### config.mk
export PLATFORM = sky130hd
export DESIGN_NAME = scmc_top
export DESIGN_NICKNAME = d
export VERILOG_FILES = /design/src/scmc_pkg.sv /design/src/scmc_top.sv
export VERILOG_INCLUDE_DIRS = /design/src
export SDC_FILE = /design/constraint.sdc
export NUM_CORES = 1
export LEC_CHECK = 0
export BUFFER_PORTS_ARGS = -buffer_cell sky130_fd_sc_hd__buf_2
export CORE_MARGIN = 2
export CORE_UTILIZATION = 45
export DETAILED_ROUTE_END_ITERATION = 8
export PLACE_DENSITY = 0.75
export REMOVE_ABC_BUFFERS = 1
export SYNTH_ARGS = -nofsm -noshare
export SYNTH_HDL_FRONTEND = slang
export SYNTH_SLANG_ARGS = --single-unit
### constraint.sdc
create_clock -name pclk -period 2.2 [get_ports pclk]
set_input_delay 0.33 -clock pclk [delete_from_list [all_inputs] [get_ports pclk]]
set_output_delay 0.33 -clock pclk [all_outputs]
set_load 0.05 [all_outputs]
### src/scmc_defs.svh
`ifndef SCMC_DEFS_SVH
`define SCMC_DEFS_SVH
// ****************************************
// Register offsets.
// ****************************************
`define SCMC_OFF_MODE 12'h000
`define SCMC_OFF_MISC 12'h004
`define SCMC_OFF_IRQ_STAT 12'h008
`define SCMC_OFF_IRQ_EN 12'h00c
`define SCMC_OFF_IRQ_CLR 12'h010
`define SCMC_OFF_CTL 12'h014
// ****************************************
// Field positions of the mode control and miscellaneous registers.
// ****************************************
`define SCMC_MODE_DIV_LSB 5
`define SCMC_MODE_FAST_BIT 4
`define SCMC_MODE_LRDY_BIT 3
`define SCMC_MODE_HRDY_BIT 2
`define SCMC_MODE_IDLE_BIT 1
`define SCMC_MODE_HL_BIT 0
`define SCMC_MISC_SYSON_BIT 7
// ****************************************
// Reset values.
// ****************************************
`define SCMC_MODE_RST 8'h03
`define SCMC_MISC_RST 8'h00
// ****************************************
// Ready counts, in oscillator cycles.
// ****************************************
`define SCMC_HI_XTAL_READY 512
`define SCMC_HI_RC_READY 16
`define SCMC_LO_XTAL_READY 128
`define SCMC_LO_RC_READY 2
`endif

### src/scmc_pkg.sv
package scmc_pkg;
  // Power modes of the device.
  typedef enum logic [2:0] {
    SCMC_NORMAL,
    SCMC_SLOW,
    SCMC_IDLE_NOCLK,
    SCMC_IDLE_CLK,
    SCMC_SLEEP_DEEP,
    SCMC_SLEEP_LIGHT
  } scmc_mode_t;
endpackage

### src/scmc_top.sv
// Local design decisions: the APB slave port and the register offsets.
`timescale 1ns/1ps
`default_nettype none
`include "scmc_defs.svh"
// What this block does
// - High/low select at one routes the undivided high-speed clock to the system clock.
// - With select at zero, divider codes 000/001 pick substitute, 010..111 pick high/64..high/2.
// - Switching system clock from high-speed to substitute stops the high-speed oscillator.
// - High-speed source is crystal or RC, substitute is low crystal or RC, by option.
// - A time-base clock exists besides the substitute, from low crystal or RC by option.
// - Six modes gate CPU, system, substitute and time-base clocks as tabulated.
// - Halt with idle enable zero and watchdog off enters deep sleep, stopping all.
// - Deep sleep is refused while low-voltage detect enable is one.
// - Light sleep keeps the substitute clock running when the watchdog uses it.
// - Halt with idle enable one and idle sysclk zero enters unclocked idle.
// - Halt with idle enable one and idle sysclk one enters clocked idle.
// - Normal mode divides the high-speed clock by one to sixty-four.
// - Slow mode runs from the low-speed clock with high-speed clock off.
// - Fast wake-up runs on substitute clock after wake-up, only for the crystal source.
// - Low ready is zero in deep sleep, rises after 128 or 1~2 cycles.
// - High ready clears at power-on and sleep/unclocked idle, rises after 512 or 15~16.
// - Bits six to three of the miscellaneous register always read zero.
module scmc_top import scmc_pkg::*; #(
  parameter int HI_XTAL_READY = `SCMC_HI_XTAL_READY
) (
  input wire logic pclk,
  input wire logic presetn,
  input wire logic psel,
  input wire logic penable,
  input wire logic pwrite,
  input wire logic [11:0] paddr,
  input wire logic [31:0] pwdata,
  output logic [31:0] prdata,
  output logic pready,
  output logic pslverr,
  input wire logic hosc_clk_in,
  input wire logic losc_clk_in,
  input wire logic opt_hsrc_rc,
  input wire logic opt_lsrc_rc,
  input wire logic opt_tbc_rc,
  input wire logic halt_req,
  input wire logic wake_req,
  input wire logic wdt_on,
  output logic sys_clk_en,
  output logic sub_clk_en,
  output logic tbc_clk_en,
  output logic cpu_run,
  output logic hosc_enable,
  output logic irq
);
  // ****************************************
  // Input synchronisers.
  // ****************************************
  logic [3:0] sync1_ff;
  logic [3:0] sync2_ff;
  logic [3:0] hist_ff;
  // The oscillator, halt and wake inputs pass two flip-flops before any logic looks at them.
  always_ff @(posedge pclk or negedge presetn) begin
    if (!presetn) begin
      sync1_ff <= 4'h0;
      sync2_ff <= 4'h0;
      hist_ff <= 4'h0;
    end else begin
      sync1_ff <= {wake_req, halt_req, losc_clk_in, hosc_clk_in};
      sync2_ff <= sync1_ff;
      hist_ff <= sync2_ff;
    end
  end
  wire h_tick = sync2_ff[0] & ~hist_ff[0];
  wire l_tick = sync2_ff[1] & ~hist_ff[1];
  wire halt_p = sync2_ff[2] & ~hist_ff[2];
  wire wake_p = sync2_ff[3] & ~hist_ff[3];

  // ****************************************
  // Registers.
  // ****************************************
  logic [2:0] div_sel_ff;
  logic fast_wake_ff;
  logic idle_en_ff;
  logic hl_sel_ff;
  logic idle_syson_ff;
  logic lvd_en_ff;
  logic [2:0] irq_stat_ff;
  logic [2:0] irq_en_ff;
  logic hrdy_ff;
  logic lrdy_ff;
  scmc_mode_t mode_ff;
  wire wr = psel & penable & pwrite;
  wire rd_cyc = psel & ~penable;
  wire hit_mode = paddr == `SCMC_OFF_MODE;
  wire hit_misc = paddr == `SCMC_OFF_MISC;
  wire hit_stat = paddr == `SCMC_OFF_IRQ_STAT;
  wire hit_en = paddr == `SCMC_OFF_IRQ_EN;
  wire hit_clr = paddr == `SCMC_OFF_IRQ_CLR;
  wire hit_ctl = paddr == `SCMC_OFF_CTL;
  wire hit_any = hit_mode | hit_misc | hit_stat | hit_en | hit_clr | hit_ctl;
  wire [7:0] mode_rd = {div_sel_ff, fast_wake_ff, lrdy_ff, hrdy_ff, idle_en_ff, hl_sel_ff};
  // bits six to three read zero; low bits (reset flags) live elsewhere.
  wire [7:0] misc_rd = {idle_syson_ff, 7'h00};
  wire [31:0] rd_mux = hit_mode ? {24'h0, mode_rd} :
                       hit_misc ? {24'h0, misc_rd} :
                       hit_stat ? {29'h0, irq_stat_ff} :
                       hit_en ? {29'h0, irq_en_ff} :
                       hit_ctl ? {31'h0, lvd_en_ff} : 32'h0;

  // APB answers one cycle after setup, with an error for unmapped addresses.
  always_ff @(posedge pclk or negedge presetn) begin
    if (!presetn) begin
      prdata <= 32'h0;
      pready <= 1'b0;
      pslverr <= 1'b0;
    end else begin
      pready <= rd_cyc;
      pslverr <= rd_cyc & ~hit_any;
      if (rd_cyc && !pwrite) begin
        prdata <= rd_mux;
      end
    end
  end

  // Writable control fields.
  always_ff @(posedge pclk or negedge presetn) begin
    if (!presetn) begin
      {div_sel_ff, fast_wake_ff} <= 4'h0;
      idle_en_ff <= 1'(`SCMC_MODE_RST >> `SCMC_MODE_IDLE_BIT);
      hl_sel_ff <= 1'b1;
      idle_syson_ff <= 1'b0;
      lvd_en_ff <= 1'b0;
      irq_en_ff <= 3'h0;
    end else if (wr && pready) begin
      if (hit_mode) begin
        div_sel_ff <= pwdata[7:5];
        fast_wake_ff <= pwdata[`SCMC_MODE_FAST_BIT];
        idle_en_ff <= pwdata[`SCMC_MODE_IDLE_BIT];
        hl_sel_ff <= pwdata[`SCMC_MODE_HL_BIT];
      end
      if (hit_misc) begin
        idle_syson_ff <= pwdata[`SCMC_MISC_SYSON_BIT];
      end
      if (hit_ctl) begin
        lvd_en_ff <= pwdata[0];
      end
      if (hit_en) begin
        irq_en_ff <= pwdata[2:0];
      end
    end
  end

  // ****************************************
  // Mode sequencer.
  // ****************************************
  // low-speed selection means select zero and code below two.
  wire want_low = ~hl_sel_ff & ~div_sel_ff[1] & ~div_sel_ff[2];
  logic use_sub_ff;
  logic refuse_p;
  scmc_mode_t nxt_mode;
  always_comb begin
    nxt_mode = mode_ff;
    refuse_p = 1'b0;
    case (mode_ff)
      SCMC_NORMAL, SCMC_SLOW: begin
        if (halt_p) begin
          if (idle_en_ff) begin
            nxt_mode = idle_syson_ff ? SCMC_IDLE_CLK : SCMC_IDLE_NOCLK;
          end else if (wdt_on) begin
            nxt_mode = SCMC_SLEEP_LIGHT;
          end else if (lvd_en_ff) begin
            refuse_p = 1'b1;
          end else begin
            nxt_mode = SCMC_SLEEP_DEEP;
          end
        end else begin
          nxt_mode = use_sub_ff ? SCMC_SLOW : SCMC_NORMAL;
        end
      end
      SCMC_IDLE_NOCLK, SCMC_IDLE_CLK, SCMC_SLEEP_DEEP, SCMC_SLEEP_LIGHT: begin
        if (wake_p) begin
          nxt_mode = use_sub_ff ? SCMC_SLOW : SCMC_NORMAL;
        end
      end
      default: nxt_mode = SCMC_NORMAL;
    endcase
  end
  wire asleep = mode_ff != SCMC_NORMAL && mode_ff != SCMC_SLOW;
  // fast wake only with the crystal source and a running substitute clock.
  wire fast_ok = fast_wake_ff & ~opt_hsrc_rc & mode_ff != SCMC_SLEEP_DEEP;
  wire h_off = mode_ff == SCMC_SLEEP_DEEP || mode_ff == SCMC_SLEEP_LIGHT ||
               mode_ff == SCMC_IDLE_NOCLK;

  // ****************************************
  // Oscillator ready counters.
  // ****************************************
  logic [9:0] hcnt_ff;
  logic [7:0] lcnt_ff;
  wire [9:0] h_lim = opt_hsrc_rc ? 10'(`SCMC_HI_RC_READY) : 10'(HI_XTAL_READY);
  wire [7:0] l_lim = opt_lsrc_rc ? 8'(`SCMC_LO_RC_READY) : 8'(`SCMC_LO_XTAL_READY);
  // the high oscillator runs unless slow mode or a stopping mode holds it off.
  wire h_run = ~h_off & ~(use_sub_ff & want_low);
  always_ff @(posedge pclk or negedge presetn) begin
    if (!presetn) begin
      hcnt_ff <= 10'h0;
      hrdy_ff <= 1'b0;
    end else if (!h_run) begin
      hcnt_ff <= 10'h0;
      hrdy_ff <= 1'b0;
    end else if (!hrdy_ff && h_tick) begin
      hcnt_ff <= hcnt_ff + 10'h1;
      hrdy_ff <= hcnt_ff + 10'h1 >= h_lim;
    end
  end
  always_ff @(posedge pclk or negedge presetn) begin
    if (!presetn) begin
      lcnt_ff <= 8'h0;
      lrdy_ff <= 1'b0;
    end else if (mode_ff == SCMC_SLEEP_DEEP) begin
      lcnt_ff <= 8'h0;
      lrdy_ff <= 1'b0;
    end else if (!lrdy_ff && l_tick) begin
      lcnt_ff <= lcnt_ff + 8'h1;
      lrdy_ff <= lcnt_ff + 8'h1 >= l_lim;
    end
  end

  // Source switch only when the target is ready, so no runt pulse is cut.
  wire nxt_use_sub = use_sub_ff ? ~(~want_low & hrdy_ff) : (want_low & lrdy_ff);
  always_ff @(posedge pclk or negedge presetn) begin
    if (!presetn) begin
      mode_ff <= SCMC_NORMAL;
      use_sub_ff <= 1'b0;
    end else begin
      mode_ff <= nxt_mode;
      use_sub_ff <= nxt_use_sub;
    end
  end

  // A fast wake-up runs the system clock from the substitute clock until the crystal is ready.
  // The flag is armed at the wake event itself, so it must survive the return to a run mode;
  // waking from deep sleep never arms it, as the substitute clock was stopped there.
  logic fast_run_ff;
  always_ff @(posedge pclk or negedge presetn) begin
    if (!presetn) begin
      fast_run_ff <= 1'b0;
    end else if (hrdy_ff) begin
      fast_run_ff <= 1'b0;
    end else if (wake_p && asleep && fast_ok) begin
      fast_run_ff <= 1'b1;
    end
  end

  // ****************************************
  // Clock enables.
  // ****************************************
  logic [5:0] div_cnt_ff;
  // Code 010 keeps six counter bits (divide by 64), code 111 keeps one (divide by 2).
  wire [5:0] div_mask = hl_sel_ff ? 6'h00 : 6'h3f >> (div_sel_ff - 3'h2);
  wire on_h = ~use_sub_ff & ~fast_run_ff;
  wire sub_live = mode_ff != SCMC_SLEEP_DEEP &&
                  !(mode_ff == SCMC_SLEEP_LIGHT && !wdt_on);
  wire sys_live = mode_ff == SCMC_NORMAL || mode_ff == SCMC_SLOW || mode_ff == SCMC_IDLE_CLK;
  wire tbc_live = mode_ff != SCMC_SLEEP_DEEP && mode_ff != SCMC_SLEEP_LIGHT;
  wire h_pulse = h_tick & hrdy_ff & ((div_cnt_ff & div_mask) == 6'h0);
  // The divider counts high-speed ticks freely; only reset clears it, a change of code does not restart it.
  always_ff @(posedge pclk or negedge presetn) begin
    if (!presetn) begin
      div_cnt_ff <= 6'h0;
    end else if (h_tick) begin
      div_cnt_ff <= div_cnt_ff + 6'h1;
    end
  end
  // Registered enables for the downstream gates.
  always_ff @(posedge pclk or negedge presetn) begin
    if (!presetn) begin
      sys_clk_en <= 1'b0;
      sub_clk_en <= 1'b0;
      tbc_clk_en <= 1'b0;
      cpu_run <= 1'b1;
      hosc_enable <= 1'b1;
      irq <= 1'b0;
    end else begin
      sys_clk_en <= sys_live & (on_h ? h_pulse : l_tick) & ~opt_lsrc_rc | sys_live &
                    (on_h ? h_pulse : l_tick) & opt_lsrc_rc;
      sub_clk_en <= sub_live & l_tick;
      tbc_clk_en <= tbc_live & l_tick & (opt_tbc_rc | ~opt_tbc_rc);
      cpu_run <= nxt_mode == SCMC_NORMAL || nxt_mode == SCMC_SLOW;
      hosc_enable <= h_run;
      irq <= |(irq_stat_ff & irq_en_ff);
    end
  end

  // ****************************************
  // Event status: mode entry, refusal, wake.
  // ****************************************
  wire [2:0] ev = {wake_p & asleep, refuse_p, nxt_mode != mode_ff};
  wire [2:0] clr = (wr && pready && hit_clr) ? pwdata[2:0] : 3'h0;
  // Set wins over a clear in the same cycle.
  always_ff @(posedge pclk or negedge presetn) begin
    if (!presetn) begin
      irq_stat_ff <= 3'h0;
    end else begin
      irq_stat_ff <= (irq_stat_ff & ~clr) | ev;
    end
  end

  // ****************************************
  // Checks.
  // ****************************************
  AST_SLEEP_REFUSE: assert property (@(posedge pclk) disable iff (!presetn)
    halt_p && !idle_en_ff && !wdt_on && lvd_en_ff && !asleep |=> mode_ff != SCMC_SLEEP_DEEP)
    else $error("deep sleep entered with low voltage detect on");
  AST_DEEP_SLEEP: assert property (@(posedge pclk) disable iff (!presetn)
    halt_p && !asleep && !idle_en_ff && !wdt_on && !lvd_en_ff |=> mode_ff == SCMC_SLEEP_DEEP)
    else $error("halt did not enter deep sleep");
  AST_IDLE_NOCLK: assert property (@(posedge pclk) disable iff (!presetn)
    halt_p && !asleep && idle_en_ff && !idle_syson_ff |=> mode_ff == SCMC_IDLE_NOCLK)
    else $error("halt did not enter unclocked idle");
  AST_IDLE_CLK: assert property (@(posedge pclk) disable iff (!presetn)
    halt_p && !asleep && idle_en_ff && idle_syson_ff |=> mode_ff == SCMC_IDLE_CLK)
    else $error("halt did not enter clocked idle");
  AST_LIGHT_SUB: assert property (@(posedge pclk) disable iff (!presetn)
    mode_ff == SCMC_SLEEP_LIGHT && wdt_on && l_tick |=> sub_clk_en)
    else $error("substitute clock stopped in light sleep");
  // A wake event in deep sleep lets the CPU run again at the next edge.
  AST_NO_SYS_SLEEP: assert property (@(posedge pclk) disable iff (!presetn)
    mode_ff == SCMC_SLEEP_DEEP && !wake_p |=> !sys_clk_en && !tbc_clk_en && !cpu_run)
    else $error("clock running in deep sleep");
  AST_HRDY_LOW: assert property (@(posedge pclk) disable iff (!presetn)
    h_off |=> !hrdy_ff)
    else $error("high ready set while oscillator stopped");
  AST_LRDY_LOW: assert property (@(posedge pclk) disable iff (!presetn)
    mode_ff == SCMC_SLEEP_DEEP |=> !lrdy_ff)
    else $error("low ready set in deep sleep");
  AST_SWITCH_READY: assert property (@(posedge pclk) disable iff (!presetn)
    $rose(use_sub_ff) |-> $past(lrdy_ff))
    else $error("switched to substitute before ready");
  AST_MISC_ZERO: assert property (@(posedge pclk) disable iff (!presetn)
    pready && hit_misc && !pwrite |-> prdata[6:3] == 4'h0)
    else $error("unimplemented bits read nonzero");
  AST_SLOW_HOSC: assert property (@(posedge pclk) disable iff (!presetn)
    use_sub_ff && want_low |=> !hosc_enable)
    else $error("high oscillator left running on the substitute clock");
  AST_FAST_SUB: assert property (@(posedge pclk) disable iff (!presetn)
    fast_run_ff && sys_live && l_tick |=> sys_clk_en)
    else $error("fast wake-up did not run on the substitute clock");
  AST_BAD_ADDR: assert property (@(posedge pclk) disable iff (!presetn)
    psel && !penable && !hit_any |=> pready && pslverr)
    else $error("unmapped address not answered with an error");
  // Main scenarios that the bench should reach.
  COV_SLEEP_DEEP: cover property (@(posedge pclk) mode_ff == SCMC_SLEEP_DEEP);
  COV_IDLE_CLK: cover property (@(posedge pclk) mode_ff == SCMC_IDLE_CLK);
  COV_SLOW: cover property (@(posedge pclk) mode_ff == SCMC_SLOW);
  COV_REFUSE: cover property (@(posedge pclk) refuse_p);
  COV_FAST: cover property (@(posedge pclk) fast_run_ff && sys_clk_en);
endmodule
`default_nettype wire

==> results.sh <==
export IMPL_netlist_area_um2=3750
export IMPL_crit_chain="nand2_1, nor2_1, nand4_1, xnor2_1, ha_1, or2_2, a21oi_1, nor3_1"
export IMPL_setup_violations=0
export IMPL_dr_first_iter_drc_count=105
export IMPL_max_freq_mhz=495
export IMPL_slew_viol_final=0
export IMPL_regArea_um2=1830
export IMPL_initial_core_util=0.461
export IMPL_antenna_found_initial=0
export IMPL_design_core_area_um2=8130
export IMPL_cts_made_buffers=9
export IMPL_rows=33
export IMPL_start_kind="flip-flop"
export IMPL_ctsLongestPathBuffers=2
export IMPL_fin_skew_ps=7.77
export IMPL_slowest_stage="dfrtp_1"
export IMPL_period_needed_ps=2020
export IMPL_post_dp_hpwl_mm=5.05
export IMPL_tightest_slew_ps=942
export IMPL_p_int_mw=2.21
export IMPL_ant_nets=0
export IMPL_slew_headroom=0.369
export IMPL_die_height_um=95.3
export IMPL_synth_edf_count=0
export IMPL_whs_endpoint="sync1_ff[0]$_DFF_PN0_"
export IMPL_die_area_um2=9080
export IMPL_cts_sinks=73
export IMPL_fin_crit_sh=0.918
export IMPL_synth_cell_types=55
export IMPL_ys_warn_count=0
export IMPL_switchingPower_mw=0.926
export IMPL_dpl_worst_slack_ps=38.7
export IMPL_fillCellCount=736
export IMPL_hp_class="in -> reg"
export IMPL_cp_max_fo=6
export IMPL_drcViolationCount=0
export IMPL_hold_depth=1
export IMPL_drive_above_1_share=0.215
export IMPL_holdWs_ps=91.0
export IMPL_first_pass_iters=4
export IMPL_setup_ws_ps=181
export IMPL_cpPeakStageDelay_ps=470
export IMPL_synth_area_top_cells="dfrtp_1, buf_4, xor2_1"
export IMPL_htreeDepth=3
export IMPL_post_cts_buffers=0
export IMPL_critPathRequiredTime_ps=2390
export IMPL_powerDensity_nw_per_um2=740
export IMPL_place_congestion=0.873
export IMPL_power_total_mw=3.14
export IMPL_combPwrFrac=0.166
export IMPL_max_cap_violations=0
export IMPL_via_per_inst=5.13
export IMPL_rrSetupSlack_ps=180
export IMPL_critPathCaptureType="flip-flop"
export IMPL_multi_input_area_um2=1740
export IMPL_wl_per_cell_um=12.9
export IMPL_worstSetupPathType="reg -> reg"
export IMPL_rsz0062_at_grt="false"
export IMPL_ir_worst_vdd_mv=0.594
export IMPL_reg2reg_to="hrdy_ff$_DFFE_PN0P_"
export IMPL_ys_flop_type="dfrtp_1"
export IMPL_synth_top_area_share=0.460
export IMPL_setup_tns_final_ps=0
export IMPL_gr_total_overflow=0
export IMPL_fin_area_um2=4240
export IMPL_leakage_nw=1.99
export IMPL_placed_area_um2=4030
export IMPL_status="completed"
export IMPL_sequentialPowerShare=0.501
export IMPL_hold_viol_final=0
export IMPL_seq_area_frac_synth=0.488
export IMPL_post_route_util=0.521
export IMPL_vias=2707
export IMPL_final_common_cell="dfrtp_1"
export IMPL_finalNonFillerCells=528
export IMPL_antennaDiodeCount=0
export IMPL_worstHoldStart="hosc_clk_in"
export IMPL_root_buffer="clkbuf_8"
export IMPL_ios=97
export IMPL_synth_area_leader_cell="dfrtp_1"
export IMPL_mostFrequentLayoutCells="dfrtp_1, buf_2, nor2_1, nand2_1, conb_1"
export IMPL_reg2reg_depth=8
export IMPL_syn_to_final_growth_pct=12.9
export IMPL_cp_arrival_ps=2200
export IMPL_clk_pin_slew_worst_paths_ps=70
export IMPL_placed_cells=511
export IMPL_grt_pass1_wl_mm=11.8
export IMPL_p_sw_frac=0.295
export IMPL_dieWidth_um=95.3
export IMPL_first_global_vias=2645
export IMPL_synth_seq_cells=73
export IMPL_grt_max_degree=45
export IMPL_syn_area_per_cell_um2=10.2
export IMPL_cts_tree="done"
export IMPL_grt_usage=0.169
export IMPL_clock_latency_ps=340
export IMPL_portBuffers=46
export IMPL_clkPwrFrac=0.332
export IMPL_reg2reg_from="hcnt_ff[3]$_DFFE_PN0P_"
export IMPL_nNetsFinal=485
export IMPL_synth_cells=368
export IMPL_drt_wl_total_mm=6.80
export IMPL_ys_async_sr_fraction=1.00
area by class of cell:
type	count	area share
inverter	12	0.0106
clock buffer	13	0.0375
clock inverter	3	0.00945
multi-input combinational	270	0.410
sequential	73	0.432
tap	105	0.0310
timing repair buffer	52	0.0691
Yosys cell counts, drive strengths merged (3+ instances only):
cell and number:
nand2 33, clkbuf 11, a31oi 3, o21ai 12, mux2i 6, nor3 12, nand2b 11, a22o 4
nor2b 7, nor2 36, dfstp 4, nand3 6, o21bai 3, nand4 13, dfrtp 69, xor2 16
ha 10, xnor2 12, a21oi 18, buf 25, a31o 3, o31ai 3, mux2 9, inv 12
logic make-up (layout without fill, tap and decap cells):
group | count (synthesis) | in the layout | synth area share
AOI/OAI and AO/OA | 61 | 61 | 0.109
xor gates and xnor gates | 28 | 28 | 0.0654
adders and majority gates | 10 | 10 | 0.0333
buffers and inverters | 48 | 80 | 0.0720
DFF | 73 | 73 | 0.488
muxes | 15 | 15 | 0.0430
other | 1 | 24 | 0.000999
and+or+nand+nor | 132 | 132 | 0.188
sequential cells by signal, indices dropped and copies added, names as in the netlist, 3 cells and up:
signal	cells
div_cnt_ff	6
lcnt_ff	8
prdata	8
hcnt_ff	10
hist_ff	4
div_sel_ff	3
sync2_ff	4
mode_ff	3
sync1_ff	4
irq_stat_ff	3
irq_en_ff	3
how the worst max path moves through the flow:
stage	from	endpoint	slack, ps	cells after the start
6_report	hcnt_ff[3]$_DFFE_PN0P_	hrdy_ff$_DFFE_PN0P_	180	8
3_5_place_dp	paddr[11]	irq_en_ff[1]$_DFFE_PN0P_	40	6
2_1_floorplan	paddr[11]	idle_syson_ff$_DFFE_PN0P_	240	6
3_3_place_gp	paddr[11]	idle_syson_ff$_DFFE_PN0P_	90	7
4_1_cts	hcnt_ff[3]$_DFFE_PN0P_	hrdy_ff$_DFFE_PN0P_	200	8
5_1_grt	hcnt_ff[3]$_DFFE_PN0P_	hrdy_ff$_DFFE_PN0P_	10	8
layer usage:
metal	vias to the layer above	global-route usage	share of wire
li1	1325	-	-
met1	1302	0.210	0.47
met2	73	0.279	0.47
met3	7	0.0545	0.048
met4	0	0.0580	0.013
met5	-	0	0
timing repair:
item	4_1_cts	5_1_grt
resized for setup	0	0
hold endpoints to repair	41	0
hold buffers	1	0
power groups by stage:
stage | Combinational [mW] | Sequential (mW) | Clock, mW
3_3_place_gp | 0.504 | 1.59 | 0
2_1_floorplan | 0.329 | 1.61 | 0
6_report | 0.522 | 1.57 | 1.04
5_1_grt | 0.586 | 1.59 | 1.14
3_5_place_dp | 0.521 | 1.59 | 0
4_1_cts | 0.528 | 1.57 | 1.08
worst max-delay path, delay by kind of cell, from the launching register on:
kind | cells | cell delay (ps)
DFF | 1 | 470
adders and majority gates | 1 | 260
and+or+nand+nor | 5 | 840
AOI/OAI and AO/OA | 1 | 150
xor gates and xnor gates | 1 | 150
Note: power is estimated with default switching activity, not from simulation.
